<file path="config.mk">
export PLATFORM = sky130hd
export DESIGN_NAME = clock_mode_power_down_regs
export DESIGN_NICKNAME = d
export VERILOG_FILES = /design/src/cmpd_pkg.sv /design/src/sync2.sv /design/src/iface_clock_out.sv /design/src/clock_mode_power_down_regs.sv
export SDC_FILE = /design/constraint.sdc
export NUM_CORES = 1
export LEC_CHECK = 0
export BUFFER_PORTS_ARGS = -buffer_cell sky130_fd_sc_hd__buf_2
export CAP_MARGIN = 10
export CELL_PAD_IN_SITES_DETAIL_PLACEMENT = 2
export CELL_PAD_IN_SITES_GLOBAL_PLACEMENT = 2
export CORE_UTILIZATION = 34
export CTS_CLUSTER_DIAMETER = 200
export DETAILED_ROUTE_END_ITERATION = 16
export GPL_TIMING_DRIVEN = 0
export HOLD_SLACK_MARGIN = 0.12
export PLACE_DENSITY = 0.78
export RECOVER_POWER = 25
export SLEW_MARGIN = 0
export SYNTH_ARGS = -nofsm -noshare
export SYNTH_HDL_FRONTEND = slang
export SYNTH_SLANG_ARGS = --single-unit
</file>
<file path="constraint.sdc">
create_clock -name MCLK -period 3.18 [get_ports MCLK]
set_clock_uncertainty 0.1 [all_clocks]
set_input_delay 0.477 -clock MCLK [delete_from_list [all_inputs] [get_ports MCLK]]
set_output_delay 0.477 -clock MCLK [all_outputs]
set_load 0.02 [all_outputs]
</file>
<file path="src/cmpd_pkg.sv">
package cmpd_pkg;

  // ==========================================================
  // register map and field layout
  localparam logic [6:0] ADDR_CLOCK_MODE = 7'h01;
  localparam logic [6:0] ADDR_POWER_DOWN = 7'h02;
  localparam logic [6:0] ADDR_RX_A_POWER = 7'h03;
  localparam logic [6:0] ADDR_RX_B_POWER = 7'h04;

  localparam int CM_MODE_MSB = 7;
  localparam int CM_MODE_LSB = 5;
  localparam int CM_IF2_EN_BIT = 2;
  localparam int CM_INV3_BIT = 1;
  localparam int PD_TXA_MSB = 7;
  localparam int PD_TXA_LSB = 5;
  localparam int PD_TXDIG_BIT = 4;
  localparam int PD_RXDIG_BIT = 3;
  localparam int PD_PLL_BIT = 2;
  localparam int PD_DISC_BIT = 1;
  localparam int RX_PD_BIT = 7;

  localparam logic [7:0] CLOCK_MODE_RESET = 8'h00;
  localparam logic [7:0] POWER_DOWN_RESET = 8'h00;
  localparam logic [7:0] RX_POWER_RESET = 8'h00;

  // ==========================================================
  // encodings
  localparam logic [2:0] CLK_STD = 3'h0;
  localparam logic [2:0] CLK_ALT_FD = 3'h1;
  localparam logic [2:0] CLK_ALT_HALF_DUPLEX_TWENTY_BIT = 3'h3;
  localparam logic [2:0] CLK_ALT_HALF_DUPLEX_TEN_BIT = 3'h5;
  localparam logic [2:0] CLK_CLONE = 3'h7;

  localparam logic [2:0] TXPD_A = 3'h4;
  localparam logic [2:0] TXPD_B = 3'h2;
  localparam logic [2:0] TXPD_BOTH = 3'h6;

  localparam logic [3:0] LAST_BIT = 4'h7;
  localparam int TX_WIDTH = 10;

  // ==========================================================
  // carriers
  typedef struct packed {
    logic std_timing;
    logic alt_fd;
    logic alt_half_duplex_twenty_bit;
    logic alt_half_duplex_ten_bit;
    logic clone;
  } timing_sel_type;

  typedef struct packed {
    logic tx_a_out_en;
    logic tx_b_out_en;
    logic tx_support_pd;
    logic tx_bias_on;
    logic tx_dig_clk_en;
    logic rx_dig_pd;
    logic pll_pd;
    logic pll_out_connect;
    logic rx_a_pd;
    logic rx_b_pd;
  } power_ctrl_type;

  function automatic logic mode_valid(input logic [2:0] code);
    mode_valid = (code == CLK_STD) || (code == CLK_ALT_FD) ||
      (code == CLK_ALT_HALF_DUPLEX_TWENTY_BIT) || (code == CLK_ALT_HALF_DUPLEX_TEN_BIT) ||
      (code == CLK_CLONE);
  endfunction : mode_valid

  function automatic timing_sel_type decode_mode(input logic [2:0] code);
    decode_mode.std_timing = (code == CLK_STD);
    decode_mode.alt_fd = (code == CLK_ALT_FD);
    decode_mode.alt_half_duplex_twenty_bit = (code == CLK_ALT_HALF_DUPLEX_TWENTY_BIT);
    decode_mode.alt_half_duplex_ten_bit = (code == CLK_ALT_HALF_DUPLEX_TEN_BIT);
    decode_mode.clone = (code == CLK_CLONE);
  endfunction : decode_mode

endpackage : cmpd_pkg

</file>
<file path="src/sync2.sv">
`timescale 1ns/1ps
`default_nettype none
module sync2 #(
  parameter int WIDTH = 1,
  parameter logic [WIDTH-1:0] INIT = '0
) (
  input wire logic clk,
  input wire logic reset,
  input wire logic ce,
  input wire logic [WIDTH-1:0] d,
  output logic [WIDTH-1:0] q
);
  logic [WIDTH-1:0] meta_reg;

  always_ff @(posedge clk or posedge reset) begin
    if (reset) begin
      meta_reg <= INIT;
      q <= INIT;
    end else if (ce) begin
      meta_reg <= d;
      q <= meta_reg;
    end
  end
endmodule : sync2
`default_nettype wire

</file>
<file path="src/iface_clock_out.sv">
`timescale 1ns/1ps
`default_nettype none
module iface_clock_out (
  input wire logic clk,
  input wire logic reset,
  input wire logic ce,
  input wire logic if2_en,
  input wire logic fd_active,
  input wire logic inv3,
  output logic pin2_o,
  output logic pin2_oe_n,
  output logic pin3_o,
  output logic pin3_oe_n
);
  logic div_reg;
  logic div_next;

  // ==========================================================
  // half-rate interface clock
  assign div_next = ~div_reg;

  always_ff @(posedge clk or posedge reset) begin
    if (reset) begin
      div_reg <= 1'b0;
      pin2_o <= 1'b0;
      pin2_oe_n <= 1'b1;
      pin3_o <= 1'b0;
      pin3_oe_n <= 1'b1;
    end else if (ce) begin
      div_reg <= div_next;
      // RULE_06 pin two drives
      pin2_oe_n <= ~if2_en;
      // RULE_07 full-duplex inversion
      pin2_o <= if2_en & (div_next ^ fd_active);
      // RULE_08 pin three inversion
      pin3_o <= div_next ^ inv3;
      pin3_oe_n <= 1'b0;
    end
  end

  AST_PIN3_INV: assert property (@(posedge clk) disable iff (reset) // RULE_08
    ce |=> (pin3_o == (div_reg ^ $past(inv3))))
    else $error("third pin clock polarity wrong");

  AST_PIN2_FD_INV: assert property (@(posedge clk) disable iff (reset) // RULE_07
    (ce && if2_en) |=> (pin2_o == (div_reg ^ $past(fd_active))))
    else $error("second pin clock polarity wrong");

  AST_PIN2_QUIET: assert property (@(posedge clk) disable iff (reset) // RULE_06
    (ce && !if2_en) |=> (pin2_oe_n && !pin2_o))
    else $error("second pin driven while clock disabled");
endmodule : iface_clock_out
`default_nettype wire

</file>
<file path="src/clock_mode_power_down_regs.sv">
`timescale 1ns/1ps
`default_nettype none
// Contract
// RULE_01 - code 000 gives standard interface clocking
// RULE_02 - code 001 gives alternative full-duplex timing
// RULE_03 - code 011 gives alternative 20-bit timing
// RULE_04 - code 101 gives alternative 10-bit timing
// RULE_05 - code 111 clone mode; 000 default
// RULE_06 - bit 2 drives clock on second pin
// RULE_07 - bit 2 inverts that clock in full-duplex
// RULE_08 - bit 1 inverts third pin clock
// RULE_09 - analog code 100 disables channel A only
// RULE_10 - analog code 010 disables channel B only
// RULE_11 - code 110 disables both plus support
// RULE_12 - converter bias never removed by analog codes
// RULE_13 - transmit digital bit resets low, runs
// RULE_14 - high bit stops transmit, holds outputs
// RULE_15 - bit 3 powers down receive digital
// RULE_16 - bit 2 powers down clock multiplier
// RULE_17 - bit 1 detaches multiplier output only
// RULE_18 - per-channel bits power down receive converters
// RULE_19 - unused clocking codes are reserved, ignored
module clock_mode_power_down_regs (
  input wire logic MCLK,
  input wire logic RESET,
  input wire logic CE,
  input wire logic SCLK,
  input wire logic SEN_N,
  input wire logic SDIO_I,
  output logic SDIO_O,
  output logic SDIO_OE_N,
  input wire logic FULL_DUPLEX_INTERFACE,
  input wire logic RX_PATH_IN_USE,
  input wire logic [cmpd_pkg::TX_WIDTH-1:0] TX_A_DATA,
  input wire logic [cmpd_pkg::TX_WIDTH-1:0] TX_B_DATA,
  output logic [cmpd_pkg::TX_WIDTH-1:0] TX_A_HELD,
  output logic [cmpd_pkg::TX_WIDTH-1:0] TX_B_HELD,
  output logic [2:0] CLOCK_MODE_CODE,
  output cmpd_pkg::timing_sel_type TIMING_SEL,
  output cmpd_pkg::power_ctrl_type POWER_CTRL,
  output logic SECOND_INTERFACE_PIN_O,
  output logic SECOND_INTERFACE_PIN_OE_N,
  output logic THIRD_INTERFACE_PIN_O,
  output logic THIRD_INTERFACE_PIN_OE_N
);
  import cmpd_pkg::*;

  typedef enum logic [1:0] {SER_IDLE, SER_ADDR, SER_DATA, SER_DONE} ser_type;

  logic sclk_s;
  logic sen_n_s;
  logic sdio_s;
  logic fd_pin_s;
  logic sclk_prev_reg;
  logic sclk_rise;
  logic sclk_fall;
  ser_type state_reg;
  logic [3:0] bit_cnt_reg;
  logic [6:0] shift_in_reg;
  logic read_reg;
  logic [6:0] addr_reg;
  logic [7:0] sdo_shift_reg;
  logic [7:0] wr_data;
  logic [7:0] instr_byte;
  logic wr_strobe;
  logic instr_done;
  logic [2:0] mode_reg;
  logic if2_en_reg;
  logic inv3_reg;
  logic [2:0] txpd_reg;
  logic txdig_reg;
  logic rxdig_reg;
  logic pll_pd_reg;
  logic pll_disc_reg;
  logic rx_a_pd_reg;
  logic rx_b_pd_reg;
  logic fd_active;

  // ==========================================================
  // pin synchronisers
  // serial clock is oversampled, so it must stay below a sixth of MCLK
  sync2 #(
    .WIDTH(4),
    .INIT(4'h4)
  ) u_sync (
    .clk(MCLK),
    .reset(RESET),
    .ce(CE),
    .d({SCLK, SEN_N, SDIO_I, FULL_DUPLEX_INTERFACE}),
    .q({sclk_s, sen_n_s, sdio_s, fd_pin_s})
  );

  always_ff @(posedge MCLK or posedge RESET) begin
    if (RESET) begin
      sclk_prev_reg <= 1'b0;
    end else if (CE) begin
      sclk_prev_reg <= sclk_s;
    end
  end

  assign sclk_rise = CE & sclk_s & ~sclk_prev_reg;
  assign sclk_fall = CE & ~sclk_s & sclk_prev_reg;
  assign instr_byte = {shift_in_reg, sdio_s};
  assign wr_data = {shift_in_reg, sdio_s};
  assign instr_done = (state_reg == SER_ADDR) && sclk_rise &&
    (bit_cnt_reg == LAST_BIT) && !sen_n_s;
  assign wr_strobe = (state_reg == SER_DATA) && sclk_rise &&
    (bit_cnt_reg == LAST_BIT) && !read_reg && !sen_n_s;

  // ==========================================================
  // serial frame: r/w + 7-bit address, then 8 data bits, msb first
  always_ff @(posedge MCLK or posedge RESET) begin
    if (RESET) begin
      state_reg <= SER_IDLE;
      bit_cnt_reg <= 4'h0;
      shift_in_reg <= 7'h00;
      read_reg <= 1'b0;
      addr_reg <= 7'h00;
    end else if (CE) begin
      if (sen_n_s) begin
        state_reg <= SER_IDLE;
        bit_cnt_reg <= 4'h0;
      end else begin
        case (state_reg)
          SER_IDLE: begin
            state_reg <= SER_ADDR;
            bit_cnt_reg <= 4'h0;
          end
          SER_ADDR: begin
            if (sclk_rise) begin
              shift_in_reg <= instr_byte[6:0];
              bit_cnt_reg <= bit_cnt_reg + 4'h1;
              if (instr_done) begin
                read_reg <= instr_byte[7];
                addr_reg <= instr_byte[6:0];
                bit_cnt_reg <= 4'h0;
                state_reg <= SER_DATA;
              end
            end
          end
          SER_DATA: begin
            if (sclk_rise) begin
              shift_in_reg <= wr_data[6:0];
              bit_cnt_reg <= bit_cnt_reg + 4'h1;
              if (bit_cnt_reg == LAST_BIT) begin
                state_reg <= SER_DONE;
              end
            end
          end
          SER_DONE: begin
            // extra clocks until deselect are ignored
            state_reg <= SER_DONE;
          end
          default: begin
            state_reg <= SER_IDLE;
          end
        endcase
      end
    end
  end

  function automatic logic [7:0] read_value(input logic [6:0] addr);
    read_value = 8'h00;
    case (addr)
      ADDR_CLOCK_MODE: begin
        read_value[CM_MODE_MSB:CM_MODE_LSB] = mode_reg;
        read_value[CM_IF2_EN_BIT] = if2_en_reg;
        read_value[CM_INV3_BIT] = inv3_reg;
      end
      ADDR_POWER_DOWN: begin
        read_value[PD_TXA_MSB:PD_TXA_LSB] = txpd_reg;
        read_value[PD_TXDIG_BIT] = txdig_reg;
        read_value[PD_RXDIG_BIT] = rxdig_reg;
        read_value[PD_PLL_BIT] = pll_pd_reg;
        read_value[PD_DISC_BIT] = pll_disc_reg;
      end
      ADDR_RX_A_POWER: begin
        read_value[RX_PD_BIT] = rx_a_pd_reg;
      end
      ADDR_RX_B_POWER: begin
        read_value[RX_PD_BIT] = rx_b_pd_reg;
      end
      default: begin
        read_value = 8'h00;
      end
    endcase
  endfunction : read_value

  // ==========================================================
  // read data out, changed on falling serial clock
  always_ff @(posedge MCLK or posedge RESET) begin
    if (RESET) begin
      sdo_shift_reg <= 8'h00;
    end else if (CE) begin
      if (instr_done) begin
        sdo_shift_reg <= read_value(instr_byte[6:0]);
      end else if (sclk_fall && state_reg == SER_DATA &&
                   bit_cnt_reg != 4'h0) begin
        sdo_shift_reg <= {sdo_shift_reg[6:0], 1'b0};
      end
    end
  end

  always_ff @(posedge MCLK or posedge RESET) begin
    if (RESET) begin
      SDIO_O <= 1'b0;
      SDIO_OE_N <= 1'b1;
    end else if (CE) begin
      SDIO_O <= sdo_shift_reg[7];
      SDIO_OE_N <= ~(state_reg == SER_DATA && read_reg && !sen_n_s);
    end
  end

  // ==========================================================
  // clocking-mode register
  always_ff @(posedge MCLK or posedge RESET) begin
    if (RESET) begin
      // RULE_05 default code
      mode_reg <= CLOCK_MODE_RESET[CM_MODE_MSB:CM_MODE_LSB];
      if2_en_reg <= CLOCK_MODE_RESET[CM_IF2_EN_BIT];
      inv3_reg <= CLOCK_MODE_RESET[CM_INV3_BIT];
    end else if (CE && wr_strobe && addr_reg == ADDR_CLOCK_MODE) begin
      // RULE_19 reserved codes dropped
      if (mode_valid(wr_data[CM_MODE_MSB:CM_MODE_LSB])) begin
        mode_reg <= wr_data[CM_MODE_MSB:CM_MODE_LSB];
      end
      if2_en_reg <= wr_data[CM_IF2_EN_BIT];
      inv3_reg <= wr_data[CM_INV3_BIT];
    end
  end

  // ==========================================================
  // power-down registers
  always_ff @(posedge MCLK or posedge RESET) begin
    if (RESET) begin
      txpd_reg <= POWER_DOWN_RESET[PD_TXA_MSB:PD_TXA_LSB];
      // RULE_13 resets low
      txdig_reg <= POWER_DOWN_RESET[PD_TXDIG_BIT];
      rxdig_reg <= POWER_DOWN_RESET[PD_RXDIG_BIT];
      pll_pd_reg <= POWER_DOWN_RESET[PD_PLL_BIT];
      pll_disc_reg <= POWER_DOWN_RESET[PD_DISC_BIT];
    end else if (CE && wr_strobe && addr_reg == ADDR_POWER_DOWN) begin
      txpd_reg <= wr_data[PD_TXA_MSB:PD_TXA_LSB];
      txdig_reg <= wr_data[PD_TXDIG_BIT];
      rxdig_reg <= wr_data[PD_RXDIG_BIT];
      pll_pd_reg <= wr_data[PD_PLL_BIT];
      pll_disc_reg <= wr_data[PD_DISC_BIT];
    end
  end

  always_ff @(posedge MCLK or posedge RESET) begin
    if (RESET) begin
      rx_a_pd_reg <= RX_POWER_RESET[RX_PD_BIT];
      rx_b_pd_reg <= RX_POWER_RESET[RX_PD_BIT];
    end else if (CE && wr_strobe) begin
      if (addr_reg == ADDR_RX_A_POWER) begin
        rx_a_pd_reg <= wr_data[RX_PD_BIT];
      end
      if (addr_reg == ADDR_RX_B_POWER) begin
        rx_b_pd_reg <= wr_data[RX_PD_BIT];
      end
    end
  end

  // ==========================================================
  // mode decode
  always_ff @(posedge MCLK or posedge RESET) begin
    if (RESET) begin
      CLOCK_MODE_CODE <= CLK_STD;
      TIMING_SEL <= '0;
    end else if (CE) begin
      CLOCK_MODE_CODE <= mode_reg;
      // RULE_01 RULE_02 RULE_03 RULE_04 RULE_05 one-hot decode
      TIMING_SEL <= decode_mode(mode_reg);
    end
  end

  // ==========================================================
  // power control outputs
  always_ff @(posedge MCLK or posedge RESET) begin
    if (RESET) begin
      POWER_CTRL <= '0;
    end else if (CE) begin
      // RULE_09 channel A, RULE_11 both
      POWER_CTRL.tx_a_out_en <= !(txpd_reg == TXPD_A ||
        txpd_reg == TXPD_BOTH);
      // RULE_10 channel B
      POWER_CTRL.tx_b_out_en <= !(txpd_reg == TXPD_B ||
        txpd_reg == TXPD_BOTH);
      // RULE_11 support circuitry
      POWER_CTRL.tx_support_pd <= (txpd_reg == TXPD_BOTH);
      // RULE_12 bias always kept for fast recovery
      POWER_CTRL.tx_bias_on <= 1'b1;
      // RULE_14 stop transmit clocks
      POWER_CTRL.tx_dig_clk_en <= ~txdig_reg;
      // RULE_15 explicit or automatic
      POWER_CTRL.rx_dig_pd <= rxdig_reg | ~RX_PATH_IN_USE;
      // RULE_16 multiplier off
      POWER_CTRL.pll_pd <= pll_pd_reg;
      // RULE_17 detach output, lock untouched
      POWER_CTRL.pll_out_connect <= ~pll_disc_reg & ~pll_pd_reg;
      // RULE_18 per-channel converters
      POWER_CTRL.rx_a_pd <= rx_a_pd_reg;
      POWER_CTRL.rx_b_pd <= rx_b_pd_reg;
    end
  end

  // ==========================================================
  // transmit sample hold
  always_ff @(posedge MCLK or posedge RESET) begin
    if (RESET) begin
      TX_A_HELD <= '0;
      TX_B_HELD <= '0;
    end else if (CE && !txdig_reg) begin
      // RULE_13 follow data, RULE_14 hold otherwise
      TX_A_HELD <= TX_A_DATA;
      TX_B_HELD <= TX_B_DATA;
    end
  end

  // ==========================================================
  // interface output clocks
  assign fd_active = (mode_reg == CLK_ALT_FD) ||
    (mode_reg != CLK_ALT_HALF_DUPLEX_TWENTY_BIT && mode_reg != CLK_ALT_HALF_DUPLEX_TEN_BIT && fd_pin_s);

  iface_clock_out u_clk_out (
    .clk(MCLK),
    .reset(RESET),
    .ce(CE),
    .if2_en(if2_en_reg),
    .fd_active(fd_active),
    .inv3(inv3_reg),
    .pin2_o(SECOND_INTERFACE_PIN_O),
    .pin2_oe_n(SECOND_INTERFACE_PIN_OE_N),
    .pin3_o(THIRD_INTERFACE_PIN_O),
    .pin3_oe_n(THIRD_INTERFACE_PIN_OE_N)
  );

  // ==========================================================
  // checks
  AST_STD_TIMING: assert property (@(posedge MCLK) disable iff (RESET) // RULE_01
    (CE && mode_reg == CLK_STD) |=> (TIMING_SEL == 5'b10000))
    else $error("standard timing not selected");

  AST_ALT_FD: assert property (@(posedge MCLK) disable iff (RESET) // RULE_02
    (CE && mode_reg == CLK_ALT_FD) |=> (TIMING_SEL == 5'b01000))
    else $error("alternative full-duplex timing not selected");

  AST_ALT_HALF_DUPLEX_TWENTY_BIT: assert property (@(posedge MCLK) disable iff (RESET) // RULE_03
    (CE && mode_reg == CLK_ALT_HALF_DUPLEX_TWENTY_BIT) |=> (TIMING_SEL == 5'b00100))
    else $error("alternative 20-bit timing not selected");

  AST_ALT_HALF_DUPLEX_TEN_BIT: assert property (@(posedge MCLK) disable iff (RESET) // RULE_04
    (CE && mode_reg == CLK_ALT_HALF_DUPLEX_TEN_BIT) |=> (TIMING_SEL == 5'b00010))
    else $error("alternative 10-bit timing not selected");

  AST_CLONE: assert property (@(posedge MCLK) disable iff (RESET) // RULE_05
    (CE && mode_reg == CLK_CLONE) |=> (TIMING_SEL == 5'b00001))
    else $error("clone mode not selected");

  AST_RESERVED_CODE: assert property (@(posedge MCLK) disable iff (RESET) // RULE_19
    (wr_strobe && addr_reg == ADDR_CLOCK_MODE &&
     !mode_valid(wr_data[7:5])) |=> $stable(mode_reg))
    else $error("reserved clocking code was stored");

  AST_IF2_ENABLE: assert property (@(posedge MCLK) disable iff (RESET) // RULE_06
    (CE && if2_en_reg) |=> !SECOND_INTERFACE_PIN_OE_N)
    else $error("second pin not driven when enabled");

  AST_TXA_ONLY: assert property (@(posedge MCLK) disable iff (RESET) // RULE_09
    (CE && txpd_reg == TXPD_A) |=>
      (!POWER_CTRL.tx_a_out_en && POWER_CTRL.tx_b_out_en &&
       !POWER_CTRL.tx_support_pd))
    else $error("channel A power-down wrong");

  AST_TXB_ONLY: assert property (@(posedge MCLK) disable iff (RESET) // RULE_10
    (CE && txpd_reg == TXPD_B) |=>
      (POWER_CTRL.tx_a_out_en && !POWER_CTRL.tx_b_out_en &&
       !POWER_CTRL.tx_support_pd))
    else $error("channel B power-down wrong");

  AST_TX_BOTH: assert property (@(posedge MCLK) disable iff (RESET) // RULE_11
    (CE && txpd_reg == TXPD_BOTH) |=>
      (POWER_CTRL.tx_support_pd && !POWER_CTRL.tx_a_out_en &&
       !POWER_CTRL.tx_b_out_en))
    else $error("full transmit power-down wrong");

  AST_BIAS_KEPT: assert property (@(posedge MCLK) disable iff (RESET) // RULE_12
    (CE && txpd_reg != 3'h0) |=> POWER_CTRL.tx_bias_on)
    else $error("converter bias removed");

  AST_TX_FOLLOW: assert property (@(posedge MCLK) disable iff (RESET) // RULE_13
    (CE && !txdig_reg) |=> (TX_A_HELD == $past(TX_A_DATA) &&
      POWER_CTRL.tx_dig_clk_en))
    else $error("transmit path not running");

  AST_TX_HOLD: assert property (@(posedge MCLK) disable iff (RESET) // RULE_14
    (txdig_reg ##1 txdig_reg) |-> ($stable(TX_A_HELD) &&
      $stable(TX_B_HELD)))
    else $error("transmit outputs moved while powered down");

  AST_RX_DIG: assert property (@(posedge MCLK) disable iff (RESET) // RULE_15
    (CE && rxdig_reg) |=> POWER_CTRL.rx_dig_pd)
    else $error("receive digital not powered down");

  AST_PLL_PD: assert property (@(posedge MCLK) disable iff (RESET) // RULE_16
    (CE && pll_pd_reg) |=> (POWER_CTRL.pll_pd &&
      !POWER_CTRL.pll_out_connect))
    else $error("multiplier not powered down");

  AST_PLL_DISC: assert property (@(posedge MCLK) disable iff (RESET) // RULE_17
    (CE && pll_disc_reg && !pll_pd_reg) |=>
      (!POWER_CTRL.pll_out_connect && !POWER_CTRL.pll_pd))
    else $error("disconnect changed multiplier power");

  AST_RX_ANALOG: assert property (@(posedge MCLK) disable iff (RESET) // RULE_18
    CE |=> (POWER_CTRL.rx_a_pd == $past(rx_a_pd_reg) &&
      POWER_CTRL.rx_b_pd == $past(rx_b_pd_reg)))
    else $error("receive converter power-down mismatch");
endmodule : clock_mode_power_down_regs
`default_nettype wire

</file>
Yosys cells after proc, flatten, opt, wreduce, memory -nomap -nowiden
Index checks and enable logic that the tools add are counted.
Cells by class
  $add $sub $neg: 1
  $mul: 0
  div/mod/pow operators: 0
  magnitude comparators: 0
  eq/ne operators: 29
  shift operators: 0
  mux-type cells: 17
  bitwise gates (word level): 19
  reductions and logical operators: 44
Operators by type and width (count)
  equality test 7 x 2 -> 1 bit, second input constant: 4
  equality test 3 bit, second input constant: 6
  logical AND 1 bit: 17
  2-to-1 mux 4 bit: 4
  2-to-1 mux 8 bit: 2
  != test 3 x 2 -> 1 bit, second input constant: 5
  equality test 7 x 1 -> 1 bit, second input constant: 2
  equality test 7 x 3 -> 1 bit, second input constant: 2
  2-to-1 mux 2 bit: 6
  one-hot mux 4 bit (3 select lines): 1
  NOT 1 bit: 10
  AND reduction 5 bit: 2
  equality test 3 x 2 -> 1 bit, second input constant: 3
  one-hot mux 2 bit (2 select lines): 2
  one-hot mux 2 bit (4 select lines): 1
  AND reduction 2 bit: 4
  AND reduction 4 bit: 2
  nonzero test 4 bit: 2
  logical OR 1 bit: 7
  bitwise AND 1 bit: 6
  equality test 3 x 1 -> 1 bit, second input constant: 2
  zero test 3 bit: 2
  zero test 1 bit: 5
  adder 4 x 1 -> 4 bit, second input constant: 1
  other kinds (10): 12
Storage, ports and cells
  bits in registers: 97
  latch bits: 0
  memory bits (writable): 0
  bits in read-only memories: 0
  output and inout bits: 44
  word-level logic and storage cells: 154
  memories kept: 0

Depth between registers and ports, before layout
  word-level depth: 9
  mapped depth: 7
  depth with buffers taken out: 6

Hierarchy
A second synthesis with hierarchy kept.
Unflattened totals
  cell total of the unflattened synthesis: 324
  area total of the unflattened synthesis: 4270.3 µm²
By module, submodules not included
  clock_mode_power_down_regs: times used 1, cells each 291, area an instance 3732.3 µm²
  sync2: times used 1, cells each 18, area an instance 337.8 µm²
  iface_clock_out: times used 1, cells each 15, area an instance 200.2 µm²

Least setup slack after synthesis
Ideal clock, no wire load.
  path type: register to register
  start point: register bit_cnt_reg[0]
  end point: register if2_en_reg
  library setup time: 0.125 ns
  arrival: 1.758 ns
  setup slack: 1.197 ns
  stages on the path, launching flop included: 7
  path buffers: 1
  period minus slack after synthesis: 1.983 ns
  cell sequence: dfrtp_1 > ha_1 > nand3b_1 > nor4_4 > and3b_1 > buf_4 > mux2_2
Between the ends
  word-level cells in the longest chain between the ends: 6
RTL lines
  from (decl): line clock_mode_power_down_regs.sv:58  | logic [3:0] bit_cnt_reg;
  from (signal assigned): line clock_mode_power_down_regs.sv:132  | bit_cnt_reg <= bit_cnt_reg + 4'h1;
  from (signal assigned): line clock_mode_power_down_regs.sv:144  | bit_cnt_reg <= bit_cnt_reg + 4'h1;
  equality test 4 x 3 -> 1 bit: line clock_mode_power_down_regs.sv:108  | (bit_cnt_reg == LAST_BIT) && !read_reg && !sen_n_s;
  logical AND 1 bit: line clock_mode_power_down_regs.sv:107  | assign wr_strobe = (state_reg == SER_DATA) && sclk_rise &&
  logical AND 1 bit (2 in a row): line clock_mode_power_down_regs.sv:108
  logical AND 1 bit (2 in a row): line clock_mode_power_down_regs.sv:222  | end else if (CE && wr_strobe && addr_reg == ADDR_CLOCK_MODE) begin
  to (signal assigned): line clock_mode_power_down_regs.sv:220  | if2_en_reg <= CLOCK_MODE_RESET[CM_IF2_EN_BIT];
  to (signal assigned): line clock_mode_power_down_regs.sv:227  | if2_en_reg <= wr_data[CM_IF2_EN_BIT];
  to (decl): line clock_mode_power_down_regs.sv:68  | logic if2_en_reg;
Every way passes these cells.
A chain may end at the register's enable or synchronous reset.

Worst setup path in the final report
  start point: register bit_cnt_reg[0]
  end point: register read_reg
Between the ends
  word-level cells in the longest chain between the ends: 4
RTL lines
  equality test 4 x 3 -> 1 bit: line clock_mode_power_down_regs.sv:106  | (bit_cnt_reg == LAST_BIT) && !sen_n_s;
  logical AND 1 bit: line clock_mode_power_down_regs.sv:105  | assign instr_done = (state_reg == SER_ADDR) && sclk_rise &&
  logical AND 1 bit: line clock_mode_power_down_regs.sv:106
  AND reduction 5 bit (no source line)
  to (signal assigned): line clock_mode_power_down_regs.sv:134  | read_reg <= instr_byte[7];
  to (decl): line clock_mode_power_down_regs.sv:60  | logic read_reg;
Every way passes these cells.

==> out/metrics.yaml <==
reg2regPathDepth: 5
synthCells: 321
mostFrequentLayoutCell: "dfrtp_1"
critPathBufInv: 1
relSlewSlack: -0.184
syn_avg_cell_area_um2: 12.9
maxSlewViolCount: 37
cts_setup_buffers: 0
stdcell_count: 552
clkSinkCount: 96
max_stage_delay_ns: 0.53
gp_congestion: 0.711
dp.final_hpwl_um: 7570
rrSetupSlack_ns: 0.78
seqCellArea_um2: 2410
async_flop_share: 1.00
critical_path.top_delay_family: "simple AND/OR/NAND/NOR gates"
h-tree-depth: 3
drtPass1Iterations: 4
leakagePower_nw: 2.25
grt_pass1_wl_um: 17500
rsz0062_at_grt: "false"
hold_path.class: "input pin to register"
endpoint_kind: "register"
cp_slowest_cell: "nor4_1"
pin_count: 72
reg2reg_from: "bit_cnt_reg[0]"
diodes: 0
yosys.area_share.adder: 0.0181
grt_pass1_vias: 3174
min_to: "POWER_CTRL[4]"
initial_core_util: 0.356
wl_per_cell_um: 18.8
drt_iter0_drc: 89
syn_nets: 355
drt-vias-per-instance: 5.14
multi_input_area_um2: 1620
synthesis.area_um2: 4150
postLayoutCellArea_um2: 4990
crit_fanout: 10
synth-edff-count: 0
fp.dieH_um: 112
setup-violations-final: 0
layout_min_cycle_time_ns: 2.40
cts_buffers: 9
mostFrequentLayoutCells: "dfrtp_1 (91), mux2_2 (61), buf_2 (52)"
root_buffer: "clkbuf_16"
portBuffers: 71
r2r_end: "read_reg"
fin_ws_ns: 0.784
critPathLaunchType: "register"
fill_cells: 1192
crit_chain: "ha_1, nand3b_1, nor4_1, buf_2, mux2_2"
tightest_slew_ns: 1.77
status: "complete, but fails checks"
vias: 2839
ys.flop_type: "dfrtp_1"
drt-total-wl_um: 10400
synth_mux_area_frac: 0.190
grt_antenna_before_repair: 0
core_area_um2: 11700
postRouteAntennaNets: 0
synth_simple_gate_area_frac: 0.0980
p_per_area_nw_per_um2: 620
clock_latency_ns: 0.35
dp_cells: 536
max_cap_violations: 1
area_growth_pct: 20.3
hold_depth: 2
worstHoldStart: "RX_PATH_IN_USE"
ir_drop_mv: 0.252
rows: 39
grt_use_total: 0.182
grt_max_degree: 61
design.die.area_um2: 12700
synth-compound-area-share: 0.0766
dpl_cell_area_um2: 4710
synth_seq_area_share: 0.580
cp.arrival_ns: 2.53
clk_path_buf_depth: 2
place_ws_ns: 0.645
synth_top_family_by_area: "multiplexers"
yosys.area_share.xor_xnor: 0.00633
final_layout_size_suffix_gt1_frac: 0.350
worstSetupPathType: "register to register"
drc: 0
clkTransAtPathRegs_ns: 0.06
die_w_um: 112
overflow: 0
post_cts_resize_count: 0
crit_required_ns: 3.31
cts_tree: "built"
ys.warnings.count: 0
fmax_ghz: 0.417
synth_cell_types: 50
fin_crit_sh: 0.754
synth_seq_cells: 96
hold_viol_final: 0
violations: "capacitance limit, slew limit"
largest_registers: "POWER_CTRL x10, TX_A_HELD x10, TX_B_HELD x10"
nNetsFinal: 439
fin_total_pwr_mw: 3.10
-- stage by stage --
stage	TNS, ns	utilization	hold WS (ns)
after floorplan	0	-	0.360
after global placement	-92.95	0.402	0.350
after detailed placement	0	0.404	0.358
after CTS	0	0.431	0.204
after global routing	0	0.428	0.228
final	0	0.428	0.215
-- cells in the mapped netlist (4+ instances only) --
cell type	instances	share of area
dfrtp_1	91	0.55
mux2_2	61	0.17
inv_1	19	0.017
nand2_1	13	0.012
nor2_1	13	0.012
o21ai_0	11	0.013
clkbuf_1	8	0.0072
mux2i_1	8	0.019
nor2b_1	8	0.012
nand3_1	7	0.0084
a31oi_1	6	0.0090
ha_1	6	0.018
a22o_1	5	0.011
dfstp_2	5	0.032
o21ai_1	5	0.0060
a21oi_1	4	0.0048
nor3_1	4	0.0048
nor4_1	4	0.0060
-- worst max-delay path by stage --
| stage | from | endpoint | depth (start not counted) |
|---|---|---|---|
| 2_1_floorplan | RESET | CLOCK_MODE_CODE[0] | 1 |
| 3_3_place_gp | RESET | rx_b_pd_reg | 2 |
| 3_5_place_dp | CE | TIMING_SEL[1] | 5 |
| 4_1_cts | bit_cnt_reg[1] | addr_reg[1] | 5 |
| 5_1_grt | bit_cnt_reg[0] | sdo_shift_reg[7] | 6 |
| 6_report | bit_cnt_reg[0] | read_reg | 5 |
-- layer usage --
layer  track usage  routed length [um]  vias up
met5             0                   0        -
met4        0.0480                  72        0
met3        0.0529                 450        6
met2         0.317                5390       65
met1         0.222                4490     1464
li1              -                   -     1304
-- cell type report --
class,instances,area share
Sequential cell,96,0.482
Multi-Input combinational cell,193,0.323
Timing Repair Buffer,73,0.0734
Clock buffer,10,0.0479
Tap cell,143,0.0358
Inverter,19,0.0145
Clock inverter,5,0.0115
Buffer,13,0.0110
-- what timing repair did --
item,4_1_cts,5_1_grt
hold endpoints to repair,35,0
setup endpoints to repair,0,0
hold buffers,1,0
-- power breakdown --
group | switching [mW] | leakage, nW | total [mW] | internal [mW]
Clock | 0.454 | 0.148 | 1.08 | 0.626
Sequential | 0.132 | 1.21 | 1.47 | 1.34
Combinational | 0.331 | 0.891 | 0.550 | 0.219
Total | 0.917 | 2.25 | 3.10 | 2.18
-- cells by family after synthesis --
logic type,count (synthesis)
AND/OR/NAND/NOR,68
AO/OA/AOI/OAI,45
flip-flops,96
buffers and inverters,32
XOR/XNOR,3
adder cells (fa/ha/maj),6
multiplexers,71
No activity file was read; power rests on OpenSTA's default activity.
